## src/inc/arc_fault_pkg.sv

```systemverilog
// Operation
// - four sensor channels, each taking zero to three point sensors
// - enabled current condition must exceed its limit together with light to trip
// - pressure channels enable into zones like light channels
// - per-channel light detected output follows channel light
// - per-channel pressure detected output follows channel pressure
// - binary input status output follows the energized arc binary input
// - phase and residual start outputs while current exceeds limit
// - phase and residual blocked outputs while blocking input inhibits measurement
// - four zone trip outputs when light, or light and enabled current, hold
// - blocking input turns a satisfied zone trip into zone blocked
// - per-channel sensor fault when detected count differs from configured count
// - unit fault when connected unit count differs from configured count
// - ON and OFF event with timestamp for each of 26 outputs
// - timestamp resolution is one millisecond
// - per-zone trip and blocked counters, software resettable
// - eight setting groups, one common select
// - per-zone enable plus per-channel light enables per zone
// - test pulse option masks external unit pulses off the binary input
// - residual source select none, first or second input, codes 0, 1, 2
`default_nettype none
package arc_fault_pkg;
   localparam int NUM_CH = 4;
   localparam int NUM_ZONE = 4;
   localparam int NUM_GROUP = 8;
   localparam int NUM_OUT = 26;
   localparam int EVT_IDX_W = 5;
   localparam int CNT_W = 16;
   localparam int TS_W = 32;
   localparam int CLK_HZ = 250000000;
   localparam int TICK_MS = 1;
   localparam int TICK_CYC = CLK_HZ / 1000 * TICK_MS;
   localparam int TICK_W = 18;
   localparam logic [1:0] MAX_SENSORS = 2'h3;
   localparam logic [1:0] RES_NONE = 2'h0;
   localparam logic [1:0] RES_IN1 = 2'h1;
   localparam logic [1:0] RES_IN2 = 2'h2;
   // event vector bit positions
   localparam int EV_LIGHT = 0;
   localparam int EV_PRESS = 4;
   localparam int EV_BIN = 8;
   localparam int EV_PH_START = 9;
   localparam int EV_RES_START = 10;
   localparam int EV_PH_BLK = 11;
   localparam int EV_RES_BLK = 12;
   localparam int EV_TRIP = 13;
   localparam int EV_ZBLK = 17;
   localparam int EV_SFAULT = 21;
   localparam int EV_IOFAULT = 25;
   typedef enum logic [1:0] {
      SCAN_IDLE = 2'b00,
      SCAN_EMIT = 2'b01
   } scan_e;
endpackage
`default_nettype wire

```

## src/rtl/arc_event_scan.sv

```systemverilog
`default_nettype none
module arc_event_scan
   import arc_fault_pkg::*;
(
   input wire logic mclk_i,
   input wire logic reset_i,
   input wire logic [NUM_OUT-1:0] outs_i,
   input wire logic [TS_W-1:0] stamp_i,
   input wire logic evt_ready_i,
   output logic evt_valid_o,
   output logic [EVT_IDX_W-1:0] evt_index_o,
   output logic evt_on_o,
   output logic [TS_W-1:0] evt_stamp_o
);
   typedef struct packed {
      logic [NUM_OUT-1:0] logged;
      logic valid;
      logic [EVT_IDX_W-1:0] idx;
      logic on;
      logic [TS_W-1:0] stamp;
   } scan_s;
   scan_s st_ff;
   scan_s nxt_st;
   logic [NUM_OUT-1:0] diff;
   logic found;
   logic [EVT_IDX_W-1:0] pick;
   always_comb begin
      diff = outs_i ^ st_ff.logged;
      found = 1'b0;
      pick = '0;
      for (int i = NUM_OUT - 1; i >= 0; i--) begin
         if (diff[i]) begin
            found = 1'b1;
            pick = EVT_IDX_W'(i);
         end
      end
      nxt_st = st_ff;
      if (st_ff.valid && evt_ready_i) begin
         nxt_st.valid = 1'b0;
      end
      // one event per changed output, lowest index first
      if (!nxt_st.valid && found) begin
         nxt_st.valid = 1'b1;
         nxt_st.idx = pick;
         nxt_st.on = outs_i[pick];
         nxt_st.stamp = stamp_i;
         nxt_st.logged[pick] = outs_i[pick];
      end
   end
   always_ff @(posedge mclk_i or posedge reset_i) begin
      if (reset_i) begin
         st_ff <= '0;
      end else begin
         st_ff <= nxt_st;
      end
   end
   assign evt_valid_o = st_ff.valid;
   assign evt_index_o = st_ff.idx;
   assign evt_on_o = st_ff.on;
   assign evt_stamp_o = st_ff.stamp;
endmodule
`default_nettype wire

```

## src/rtl/arc_fault_zone_trip.sv

```systemverilog
`default_nettype none
module arc_fault_zone_trip
   import arc_fault_pkg::*;
(
   input wire logic mclk_i,
   input wire logic reset_i,
   // sensor side
   input wire logic [NUM_CH-1:0] ch_light_i,
   input wire logic [NUM_CH-1:0] ch_pressure_i,
   input wire logic [NUM_CH*2-1:0] ch_sensor_count_i,
   input wire logic [3:0] io_unit_count_i,
   input wire logic arc_binary_input_i,
   input wire logic test_pulse_i,
   // current measurement side
   input wire logic phase_over_i,
   input wire logic res1_over_i,
   input wire logic res2_over_i,
   input wire logic phase_block_i,
   input wire logic res_block_i,
   input wire logic [NUM_ZONE-1:0] zone_block_i,
   // configuration
   input wire logic [2:0] group_sel_i,
   input wire logic [NUM_GROUP*NUM_ZONE-1:0] cfg_zone_en_i,
   input wire logic [NUM_GROUP*NUM_ZONE-1:0] cfg_zone_ph_en_i,
   input wire logic [NUM_GROUP*NUM_ZONE-1:0] cfg_zone_res_en_i,
   input wire logic [NUM_GROUP*NUM_ZONE*NUM_CH-1:0] cfg_light_en_i,
   input wire logic [NUM_GROUP*NUM_ZONE*NUM_CH-1:0] cfg_press_en_i,
   input wire logic [1:0] cfg_res_sel_i,
   input wire logic [NUM_CH*2-1:0] cfg_sensor_count_i,
   input wire logic [3:0] cfg_io_units_i,
   input wire logic cfg_test_pulse_en_i,
   input wire logic counter_clear_i,
   // status
   output logic [NUM_CH-1:0] light_det_o,
   output logic [NUM_CH-1:0] pressure_det_o,
   output logic arc_binary_input_o,
   output logic phase_current_start_o,
   output logic res_current_start_o,
   output logic phase_current_blocked_o,
   output logic res_current_blocked_o,
   output logic [NUM_ZONE-1:0] zone_trip_o,
   output logic [NUM_ZONE-1:0] zone_blocked_o,
   output logic [NUM_CH-1:0] sensor_fault_o,
   output logic io_unit_fault_o,
   output logic [NUM_ZONE*CNT_W-1:0] trip_count_o,
   output logic [NUM_ZONE*CNT_W-1:0] blocked_count_o,
   // event stream
   input wire logic evt_ready_i,
   output logic evt_valid_o,
   output logic [EVT_IDX_W-1:0] evt_index_o,
   output logic evt_on_o,
   output logic [TS_W-1:0] evt_stamp_o
);
   typedef struct packed {
      logic [NUM_CH-1:0] light;
      logic [NUM_CH-1:0] press;
      logic bin;
      logic ph_start;
      logic res_start;
      logic ph_blk;
      logic res_blk;
      logic [NUM_ZONE-1:0] trip;
      logic [NUM_ZONE-1:0] zblk;
      logic [NUM_CH-1:0] sfault;
      logic iofault;
      logic [NUM_ZONE*CNT_W-1:0] trip_cnt;
      logic [NUM_ZONE*CNT_W-1:0] blk_cnt;
   } zone_s;
   zone_s st_ff;
   zone_s nxt_st;
   logic res_over;
   logic [NUM_ZONE-1:0] zone_cond;
   logic [NUM_OUT-1:0] outs;
   logic [TS_W-1:0] stamp;
   logic [NUM_ZONE-1:0] zen;
   logic [NUM_ZONE-1:0] zph;
   logic [NUM_ZONE-1:0] zres;
   logic [NUM_ZONE*NUM_CH-1:0] zlight;
   logic [NUM_ZONE*NUM_CH-1:0] zpress;
   // active setting group from one select
   assign zen = cfg_zone_en_i[group_sel_i*NUM_ZONE +: NUM_ZONE];
   assign zph = cfg_zone_ph_en_i[group_sel_i*NUM_ZONE +: NUM_ZONE];
   assign zres = cfg_zone_res_en_i[group_sel_i*NUM_ZONE +: NUM_ZONE];
   assign zlight = cfg_light_en_i[group_sel_i*NUM_ZONE*NUM_CH +: NUM_ZONE*NUM_CH];
   assign zpress = cfg_press_en_i[group_sel_i*NUM_ZONE*NUM_CH +: NUM_ZONE*NUM_CH];
   always_comb begin
      case (cfg_res_sel_i)
         RES_IN1: res_over = res1_over_i;
         RES_IN2: res_over = res2_over_i;
         default: res_over = 1'b0;
      endcase
   end
   genvar z;
   generate
      for (z = 0; z < NUM_ZONE; z++) begin : g_zone
         logic arc_seen;
         logic cur_ok;
         // zone and channel enables; pressure routed the same way
         assign arc_seen = |((zlight[z*NUM_CH +: NUM_CH] & ch_light_i)
                           | (zpress[z*NUM_CH +: NUM_CH] & ch_pressure_i));
         // enabled current must also be over limit
         assign cur_ok = (!zph[z] || (phase_over_i && !phase_block_i))
                       && (!zres[z] || (res_over && !res_block_i));
         assign zone_cond[z] = zen[z] && arc_seen && cur_ok;
      end
   endgenerate
   always_comb begin
      nxt_st = st_ff;
      nxt_st.light = ch_light_i;
      nxt_st.press = ch_pressure_i;
      // binary input; test pulses masked when option set
      nxt_st.bin = arc_binary_input_i && !(cfg_test_pulse_en_i && test_pulse_i);
      nxt_st.ph_start = phase_over_i;
      nxt_st.res_start = res_over;
      nxt_st.ph_blk = phase_block_i;
      // codes 0 and 3 select no source, so they may not report a blocked measurement
      nxt_st.res_blk = res_block_i && (cfg_res_sel_i == RES_IN1 || cfg_res_sel_i == RES_IN2);
      nxt_st.trip = zone_cond & ~zone_block_i;
      nxt_st.zblk = zone_cond & zone_block_i;
      // two-bit counts cannot exceed three; fault on any count mismatch
      for (int c = 0; c < NUM_CH; c++) begin
         nxt_st.sfault[c] = ch_sensor_count_i[c*2 +: 2] != cfg_sensor_count_i[c*2 +: 2];
      end
      nxt_st.iofault = io_unit_count_i != cfg_io_units_i;
      // rising-edge counters, clear wins since software asks for zero
      for (int k = 0; k < NUM_ZONE; k++) begin
         if (counter_clear_i) begin
            nxt_st.trip_cnt[k*CNT_W +: CNT_W] = '0;
            nxt_st.blk_cnt[k*CNT_W +: CNT_W] = '0;
         end else begin
            if (nxt_st.trip[k] && !st_ff.trip[k]) begin
               nxt_st.trip_cnt[k*CNT_W +: CNT_W] = st_ff.trip_cnt[k*CNT_W +: CNT_W] + CNT_W'(1);
            end
            if (nxt_st.zblk[k] && !st_ff.zblk[k]) begin
               nxt_st.blk_cnt[k*CNT_W +: CNT_W] = st_ff.blk_cnt[k*CNT_W +: CNT_W] + CNT_W'(1);
            end
         end
      end
   end
   always_ff @(posedge mclk_i or posedge reset_i) begin
      if (reset_i) begin
         st_ff <= '0;
      end else begin
         st_ff <= nxt_st;
      end
   end
   assign outs = {st_ff.iofault, st_ff.sfault, st_ff.zblk, st_ff.trip, st_ff.res_blk,
                  st_ff.ph_blk, st_ff.res_start, st_ff.ph_start, st_ff.bin,
                  st_ff.press, st_ff.light};
   arc_ms_tick u_tick (
      .mclk_i(mclk_i),
      .reset_i(reset_i),
      .tick_o(),
      .stamp_o(stamp)
   );
   arc_event_scan u_scan (
      .mclk_i(mclk_i),
      .reset_i(reset_i),
      .outs_i(outs),
      .stamp_i(stamp),
      .evt_ready_i(evt_ready_i),
      .evt_valid_o(evt_valid_o),
      .evt_index_o(evt_index_o),
      .evt_on_o(evt_on_o),
      .evt_stamp_o(evt_stamp_o)
   );
   assign light_det_o = st_ff.light;
   assign pressure_det_o = st_ff.press;
   assign arc_binary_input_o = st_ff.bin;
   assign phase_current_start_o = st_ff.ph_start;
   assign res_current_start_o = st_ff.res_start;
   assign phase_current_blocked_o = st_ff.ph_blk;
   assign res_current_blocked_o = st_ff.res_blk;
   assign zone_trip_o = st_ff.trip;
   assign zone_blocked_o = st_ff.zblk;
   assign sensor_fault_o = st_ff.sfault;
   assign io_unit_fault_o = st_ff.iofault;
   assign trip_count_o = st_ff.trip_cnt;
   assign blocked_count_o = st_ff.blk_cnt;
endmodule
`default_nettype wire

```

## src/rtl/arc_ms_tick.sv

```systemverilog
`default_nettype none
module arc_ms_tick
   import arc_fault_pkg::*;
(
   input wire logic mclk_i,
   input wire logic reset_i,
   output logic tick_o,
   output logic [TS_W-1:0] stamp_o
);
   typedef struct packed {
      logic [TICK_W-1:0] div;
      logic tick;
      logic [TS_W-1:0] stamp;
   } tick_s;
   tick_s st_ff;
   tick_s nxt_st;
   always_comb begin
      nxt_st = st_ff;
      nxt_st.tick = 1'b0;
      if (st_ff.div == TICK_W'(TICK_CYC - 1)) begin
         nxt_st.div = '0;
         nxt_st.tick = 1'b1;
         nxt_st.stamp = st_ff.stamp + TS_W'(1);
      end else begin
         nxt_st.div = st_ff.div + TICK_W'(1);
      end
   end
   always_ff @(posedge mclk_i or posedge reset_i) begin
      if (reset_i) begin
         st_ff <= '0;
      end else begin
         st_ff <= nxt_st;
      end
   end
   assign tick_o = st_ff.tick;
   assign stamp_o = st_ff.stamp;
endmodule
`default_nettype wire

```

## config.mk

```make
export PLATFORM = sky130hd
export DESIGN_NAME = arc_fault_zone_trip
export DESIGN_NICKNAME = d
export VERILOG_FILES = /design/src/inc/arc_fault_pkg.sv /design/src/rtl/arc_event_scan.sv /design/src/rtl/arc_fault_zone_trip.sv /design/src/rtl/arc_ms_tick.sv
export SDC_FILE = /design/constraint.sdc
export NUM_CORES = 1
export LEC_CHECK = 0
export ABC_AREA = 1
export BUFFER_PORTS_ARGS = -buffer_cell sky130_fd_sc_hd__clkbuf_2
export CORE_AREA = 5 5 230 232
export CTS_CLUSTER_DIAMETER = 50
export DETAILED_ROUTE_END_ITERATION = 12
export DIE_AREA = 0 0 235 237
export PLACE_DENSITY = 0.64
export RECOVER_POWER = 50
export SLEW_MARGIN = 0
export SYNTH_ARGS = -nofsm -noshare
export SYNTH_HDL_FRONTEND = slang
export SYNTH_SLANG_ARGS = --single-unit
```

## constraint.sdc

```tcl
create_clock -name mclk_i -period 13.98 [get_ports mclk_i]
set_input_delay 2.097 -clock mclk_i [delete_from_list [all_inputs] [get_ports mclk_i]]
set_output_delay 2.097 -clock mclk_i [all_outputs]
set_load 0.01 [all_outputs]
```

[Word level (Yosys, flattened, before mapping)]
Cells that the tools add are included.
Word-level totals
  output and inout bits: 193
  bits in registers: 269
  logic and storage cells: 213
Cells by class
  equal/unequal tests: 8
  multiplexer cells: 77
  bitwise gates (word level): 16
  reductions and logical operators: 69
  shift operators: 5
  $add $sub $neg: 10
  magnitude comparators: 2
Operator list (number)
  $mux W16: 16
  $shiftx A128 B8 Y16: 2
  $mux W5: 26
  $add A16 B1 Y16 const B: 8
  $shiftx A32 B6 Y4: 3
  $and A4 B4 Y4: 10
  $mux W39: 1
  $add A32 B1 Y32 const B: 1
  $mux W1: 29
  $logic_and A1 B1 Y1: 28
  $bwmux W26: 1
  $xor A26 B26 Y26: 1
  $logic_not A1 Y1: 20
  $add A18 B1 Y18 const B: 1
  $eq A18 B18 Y1 const B: 1
  $mux W18: 1
  $or A4 B4 Y4: 4
  $reduce_bool A2 Y1: 8
  $reduce_or A4 Y1: 4
  $logic_or A1 B1 Y1: 9
  $ne A2 B2 Y1: 4
  $lt A5 B6 Y1 const B: 1
  $bmux W1 S5: 1
  $demux W1 S5: 1
  6 further kinds: 6

[Logic depth before layout (Yosys ltp)]
Gate-level depths: netlist (run 1).
  depth after elaboration: 32
  depth in mapped cells: 38
  mapped depth without buffers: 36

[Hierarchy]
A second synthesis (run 1) with hierarchy kept.
Unflattened totals
  cells, all modules: 3150
  area, all modules: 20144.3 µm²
Modules (own cells, without submodules)
  arc_fault_zone_trip: times used 1, cells an instance 2128, area each 12908.6 µm², sequential area each 3853.7 µm²
  arc_event_scan: times used 1, cells an instance 579, area each 3980.1 µm², sequential area each 1626.6 µm²
  arc_ms_tick: times used 1, cells an instance 443, area each 3255.6 µm², sequential area each 1276.2 µm²

[Worst setup path before layout (run 1)]
OpenSTA, ideal clock, no wires.
  path kind: input -> register
  start: in group_sel_i[1]
  end: reg st_ff, in the netlist blocked_count_o[62]
  cell stages on the path: 20
  buffers on the path: 2
  data required time: 13.842 ns
  path slack: 9.469 ns
  arrival time: 4.374 ns
  path through: inv_2 > buf_6 > buf_1 > o21ai_0 > o221ai_1 > nand3_1 > nand4_1 > o211ai_4 > nor2_4 > nand2_2 > nor3b_2 > nand2_1 > nor2_2 > nand3_1 > nor2_1 > nand2_1 > nor2_2 > nand3_2 > nor3_1 > nor3_2
RTL lines
  start: declaration: RTL line arc_fault_zone_trip.sv:22  | input wire logic [2:0] group_sel_i,
  end signal: assignment: RTL line arc_fault_zone_trip.sv:144  | st_ff <= nxt_st;
  end: declaration: RTL line arc_fault_zone_trip.sv:69  | zone_s st_ff;

[Worst setup path after layout (run 1)]
  start: in group_sel_i[0]
  end: reg st_ff, in the netlist trip_count_o[47]
Between the ends
  longest elaborated chain between the ends: 9
  elaborated cells between the ends (all ways): 19
Ends and longest elaborated chain
  $shiftx A128 B8 Y16, on equally long branches: RTL line arc_fault_zone_trip.sv:84, arc_fault_zone_trip.sv:85
  $and A4 B4 Y4, on equally long branches: RTL line arc_fault_zone_trip.sv:99, arc_fault_zone_trip.sv:100
  $or A4 B4 Y4: RTL line arc_fault_zone_trip.sv:100  | | (zpress[z*NUM_CH +: NUM_CH] & ch_pressure_i));
  $reduce_or A4 Y1: RTL line arc_fault_zone_trip.sv:99  | assign arc_seen = |((zlight[z*NUM_CH +: NUM_CH] & ch_light_i)
  $logic_and A1 B1 Y1: RTL line arc_fault_zone_trip.sv:104  | assign zone_cond[z] = zen[z] && arc_seen && cur_ok;
  $logic_and A1 B1 Y1 *: RTL line arc_fault_zone_trip.sv:104
  $and A4 B4 Y4 *: RTL line arc_fault_zone_trip.sv:118  | nxt_st.trip = zone_cond & ~zone_block_i;
  $logic_and A1 B1 Y1 *: RTL line arc_fault_zone_trip.sv:131  | if (nxt_st.trip[k] && !st_ff.trip[k]) begin
  $reduce_bool A2 Y1 (no source line) *
Every way passes the cells marked *; elsewhere a longest branch is shown, timed or not.
A chain may end at the register's enable or synchronous reset.

==> results of run 1 <==
-- placed cells by master (no fill, tap or decap), types with 28 or more instances in the layout --
master       n
xnor2_1     38
xor2_1      34
nor3_1      56
nand2_1    397
a21oi_1     90
dfrtp_1    269
nand4_1     42
o21ai_0    219
o221ai_1    44
nor2_1     351
clkbuf_16   36
clkbuf_2   432
inv_1      252
nand3_1     94
o22ai_1     28
clkbuf_1   170
-- layout make-up --
type,instances,area share [%]
tap,680,4.055
clock buffer,44,4.627
inverter,262,4.705
timing repair buffer,613,13.80
sequential,269,32.08
clock inverter,21,1.521
multi-input combinational,1590,39.11
antenna,9,0.1073
-- metrics by stage --
step                cell area (µm²)  setup WS (ps)
finish                        20980           7625
global route                  20980           6953
global placement              19910           7178
CTS                           21200           7746
detailed placement            19910           7192
floorplan                     16720           4473
-- worst register-to-register path, stage by stage, from the launching register on --
cell	delay, ps
dfrtp_1	460
xnor2_1	270
nand2_1	140
nor4_1	470
nand2_1	150
inv_1	110
a21oi_1	80
clkinv_1	60
clkbuf_1	2130
nor3_1	310
nand2_1	190
nand2_1	60
-- metal layers --
metal	up-vias	global-route usage [%]	wire length (µm)
met5	-	0	24
met4	4	14.21	4857
met3	167	3.890	3913
met2	633	42.23	34650
met1	8145	27.43	26410
li1	8472	-	-
-- state kept, by name, summed over array words and instances, names as in the netlist, 5 cells and up --
signal and flops:
u_tick.st_ff 18, u_tick.stamp_o 32, u_scan.st_ff 26, trip_count_o 64
u_scan.evt_index_o 5, u_scan.evt_stamp_o 32, blocked_count_o 64
-- where the power goes --
group	switching (µW)	internal [µW]
sequential	20.7	803
clock	376	600
combinational	322	142
total	718	1540
-- worst paths after layout --
kind	start	to	slack, ps	cells past startpoint
max in group asynchronous	reset_i	trip_count_o[42]	8060	3
min reg2reg	u_tick.st_ff[50]	u_tick.st_ff[50]	470	1
max reg2reg	zone_trip_o[0]	u_scan.st_ff[48]	9450	11
max	group_sel_i[0]	trip_count_o[47]	7620	22
min in group asynchronous	reset_i	u_scan.evt_stamp_o[29]	3230	2
min	u_tick.st_ff[50]	u_tick.st_ff[50]	470	1
-- logic make-up after synthesis --
kind of cell	count (synthesis)	share of synthesized area (%)
AOI/OAI and AO/OA	468	16.44
buffers and inverters	393	10.58
DFF	269	40.27
and+or+nand+nor	1038	28.04
adders and majority gates	12	0.8982
xor gates and xnor gates	72	3.772
==> impl_metrics.csv, run 1 <==
group,metric,value,unit
clocking,path_clk_slew,60,ps
cells_and_area,final_cells,3488,
die,die_area,55700,µm²
timing,hold_violations,0,
synthesis,yosysTopAreaCell,"dfrtp_1",
place,place_congestion,0.9486,
cells_and_area,final_nets,3189,
clocking,hold_buffers,0,
critical_path,crit_path_end_kind,"flop",
critical_path,worst_path_largest_cell_delay,760,ps
place,port_buffers,597,
synthesis,synth_edf_count,0,
timing,tightest_slew,5373,ps
grt,first_global_vias,17140,
synthesis,yosysSeqAreaShare,40.27,%
routing,wirelength,69850,µm
synthesis,yosys-top-cells-area,"dfrtp_1 (40%), nand2_1 (8.9%), nor2_1 (7.9%), o21ai_0 (6.6%), inv_1 (5.7%)",
critical_path,crit_chain,"buf_4, inv_4, buf_4, buf_4, nor2_1, o22ai_1, nand3_1, nand2_1, nand2_1, o21bai_2, nor3_2, nand2_1, nor2_1, nand2_1, nor2_1, inv_1, nor2_2, nand2_1, nor4_2, nand2_1, nor3b_1, nor3_1",
timing,skew,26.51,ps
grt,grt_remaining_overflow,0,
routing,initialDrtViolationCount,1236,
clocking,cts_max_level,2,
synthesis,yosysMostFrequentCell,"nand2_1",
clocking,clk_latency,530,ps
critical_path,critPathTopFamily,"simple AND/OR/NAND/NOR gates",
cells_and_area,fin_util,41.32,%
cells_and_area,syn2layout_area_growth,25.52,%
cells_and_area,final_layout_size_suffix_gt1_share,21.22,%
place,dp_hpwl,55910,µm
clocking,cts_tree,"yes",
synthesis,netlist.area_leader.share,40.27,%
critical_path,critical_path_class,"in -> reg",
die,initial_core_util,32.92,%
timing,slew_violations,198,
synthesis,synthFlopType,"dfrtp_1",
grt,antenna_found_initial,13,
timing,min_period_over_period,45.46,%
cells_and_area,seq_area,6731,µm²
critical_path,start_kind,"input pin",
synthesis,synth_top_cells_by_count,"nand2_1 (397), nor2_1 (351), dfrtp_1 (269)",
routing,via_per_inst,4.995,
grt,grt_pass1_wl,103700,µm
timing,min_period,6356,ps
timing,setup_viol,0,
grt,grt_usage,23.97,%
pwr,peakVddDrop,0.06973,mV
synthesis,synth_warnings,0,
routing,drc,0,
timing,hold_slack,465.2,ps
synthesis,async_flop_share,100.0,%
synthesis,netlist_instances,2252,
routing,dr.pass1.iters,5,
routing,vias,17420,
pwr,p_per_area,107.9,nW/µm²
status,status,"complete, but fails checks",
timing,finalSetupTns,0,ps
status,violations,"max-capacitance violations, max-slew violations",
die,num_rows,83,
routing,ant_nets,0,
grt,grt_max_degree,122,
clocking,root_buffer,"clkbuf_16",
synthesis,syn_nets,2669,
critical_path,critPathMaxFanout,107,
clocking,cts_buffers,36,
synthesis,synth_area,16720,µm²
cells_and_area,multiInputGateArea,8205,µm²
timing,grt_setup_unrepaired,"false",
synthesis,syn_avg_cell_area,7.423,µm²
die,die_h,237,µm
clocking,cts_setup_buffers,0,
routing,wire_per_inst,20.03,µm
worst_hold_path,hp-class,"reg -> reg",
die,ios,598,
clocking,cts_resized,0,
timing,max-slew-margin-rel,-260.2,%
timing,fmaxAchievable,157.3,MHz
die,core,50780,µm²
clocking,clock_sinks,269,
synthesis,yosysUniqueCellTypes,55,
die,die_x,235,µm
critical_path,worstPathArrival,6730,ps
place,placed_cells,3414,
clocking,cts_buffer_depth,3,
job,drv_cap,2,
critical_path,critPathMostFrequentCell,"nand2_1",
critical_path,critPathRequiredTime,14350,ps
pwr,leakagePower,0.009844,µW
cells_and_area,fillerInstances,5402,
pwr,total_power,2263,µW
critical_path,crit_slowest_cell,"buf_4",
critical_path,cp_num_buf_inv,5,
synthesis,ys_ff_latch,269,
(Power assumes the default switching activity.)
==> run 2: changes to the inputs <==
--- a/config.mk
+++ b/config.mk
@@ -11,7 +11,7 @@
 export CTS_CLUSTER_DIAMETER = 50
 export DETAILED_ROUTE_END_ITERATION = 12
 export DIE_AREA = 0 0 235 237
-export PLACE_DENSITY = 0.64
+export PLACE_DENSITY = 0.66
 export RECOVER_POWER = 50
 export SLEW_MARGIN = 0
 export SYNTH_ARGS = -nofsm -noshare
==> constraint.sdc (replaced) <==
create_clock -name mclk_i -period 5.2 [get_ports mclk_i]
set_input_delay 0.78 -clock mclk_i [delete_from_list [all_inputs] [get_ports mclk_i]]
set_output_delay 0.78 -clock mclk_i [all_outputs]
set_load 0.01 [all_outputs]
==> run 2 against run 1 <==
Largest cell class unchanged. Critical path depth is the same. Cell area fell by 0.41%. Wire length fell by 1.3%. Worst hold slack got worse by 130 ps. The run still ends with max-capacitance violations, max-slew violations left. Clock power grew 110%. Highest routed layer unchanged. Clock-buffer cell count fell by 5.
==> impl_metrics.csv, run 2 (same netlist as run 1, synthesis figures left out) <==
group,metric,value,unit
pwr,p_per_area,265.4,nW/µm²
critical_path,critical_path_class,"in -> reg",
critical_path,critPathMaxFanout,116,
clocking,path_clk_slew,60,ps
critical_path,crit_path_end_kind,"flop",
pwr,total_power,5547,µW
timing,skew,12.17,ps
clocking,cts_max_level,1,
pwr,p_int,3751,µW
grt,grt_pass1_wl,102300,µm
critical_path,worstPathArrival,4470,ps
grt,grt_max_degree,143,
die,core,50780,µm²
routing,wirelength,68960,µm
status,status,"complete, but fails checks",
routing,vias,17430,
place,placed_cells,3421,
pwr,leakagePower,0.01002,µW
job,drv_cap,2,
critical_path,critPathRequiredTime,5620,ps
grt,antenna_found_initial,21,
clocking,cts_buffer_depth,3,
routing,ant_nets,0,
timing,hold_slack,338.7,ps
routing,via_per_inst,4.995,
timing,fmaxAchievable,246.7,MHz
cells_and_area,syn2layout_area_growth,25.01,%
timing,max-slew-margin-rel,-136.5,%
routing,dr.pass1.iters,7,
clocking,clock_sinks,269,
cells_and_area,final_cells,3490,
grt,grt_usage,23.54,%
die,num_rows,83,
timing,tightest_slew,3548,ps
place,port_buffers,597,
clocking,hold_buffers,0,
pwr,p_clk_share,37.5,%
clocking,cts_setup_buffers,0,
place,dp_hpwl,55300,µm
die,die_x,235,µm
routing,wl_met3,3505,µm
place,place_congestion,0.9616,
die,die_h,237,µm
timing,finalSetupTns,0,ps
grt,grt_remaining_overflow,0,
critical_path,start_kind,"input pin",
routing,drc,0,
routing,wire_per_inst,19.76,µm
clocking,cts_resized,0,
clocking,clk_latency,560,ps
timing,slew_violations,271,
timing,grt_setup_unrepaired,"false",
cells_and_area,fin_util,41.15,%
worst_hold_path,hp-class,"in -> reg",
pwr,peakVddDrop,0.1967,mV
die,initial_core_util,32.92,%
clocking,cts_buffers,31,
die,ios,598,
grt,first_global_vias,16990,
routing,wl_met1,26260,µm
routing,met2WireLength,34110,µm
cells_and_area,final_layout_size_suffix_gt1_share,24.10,%
status,violations,"max-capacitance violations, max-slew violations",
timing,hold_violations,0,
pwr,p_sw_share,32.39,%
routing,initialDrtViolationCount,1203,
cells_and_area,final_common_cell,"clkbuf_2",
cells_and_area,final_nets,3191,
pwr,pwr-share-seq,39.9,%
die,die_area,55700,µm²
pwr,p_switching,1797,µW
clocking,cts_tree,"yes",
cells_and_area,mostFrequentLayoutCells,"clkbuf_2 (513), nand2_1 (397), nor2_1 (351)",
routing,top_layer,"met5",
timing,min_period,4053,ps
pwr,power.share.combinational,22.6,%
clocking,root_buffer,"clkbuf_16",
timing,setup_viol,0,
timing,min_period_over_period,77.95,%
[run 2: cell type report]
cell class / count / area [µm²]
timing repair buffer: 620 / 3103
inverter: 262 / 988.4
clock buffer: 39 / 845.8
clock inverter: 13 / 120.1
antenna: 17 / 42.54
multi-input combinational: 1590 / 8215
sequential: 269 / 6731
fill: 5353 / 29880
tap: 680 / 850.8
[run 2: metal layers]
layer	vias up	global-route usage [%]
met5	-	0
met4	4	15.36
met3	161	3.809
met2	647	41.08
met1	8150	26.70
li1	8470	-
[run 2: worst max-delay path, cell delays in order]
cell and delay [ps]:
buf_4 120, buf_12 330, buf_4 340, o21ai_0 190, o221ai_1 370, nand3_1 250, nand4_1 260, o211ai_4 160
nor2_4 150, nand2_2 110, nor2_1 130, nand2_1 110, nor2_1 150, inv_1 50, nor2_1 120, nand2_1 70
inv_1 60, nand4_1 110, nor2_2 140, nand2_1 80, nor3b_1 200, nor3_1 70
[run 2: power by group through the flow]
stage                     Sequential, µW  Clock, µW  Combinational (µW)
after floorplan                     2250          0                 778
after global placement              2250          0                1250
after detailed placement            2250          0                1250
after CTS                           2210       2150                1250
after global routing                2220       2230                1370
final                               2220       2080                1250
[run 2: final timing paths]
kind / end / slack, ps / startpoint / cells past startpoint
max in group asynchronous: u_scan.evt_stamp_o[1] / 1570 / reset_i / 3
min: phase_current_start_o / 340 / phase_over_i / 1
max reg2reg: u_tick.stamp_o[30] / 1620 / u_tick.st_ff[46] / 15
max: trip_count_o[30] / 1150 / group_sel_i[0] / 22
min reg2reg: u_tick.st_ff[50] / 460 / u_tick.st_ff[50] / 1
min in group asynchronous: blocked_count_o[40] / 1400 / reset_i / 3
[run 2: per-stage QoR]
| stage | area (µm²) | worst slack [ps] |
|---|---|---|
| 6_report | 20900 | 1147 |
| 5_1_grt | 20900 | 742.7 |
| 4_1_cts | 20990 | 1259 |
| 3_5_place_dp | 20030 | 651.9 |
| 3_3_place_gp | 20030 | 661.8 |
| 2_1_floorplan | 16720 | 866.5 |
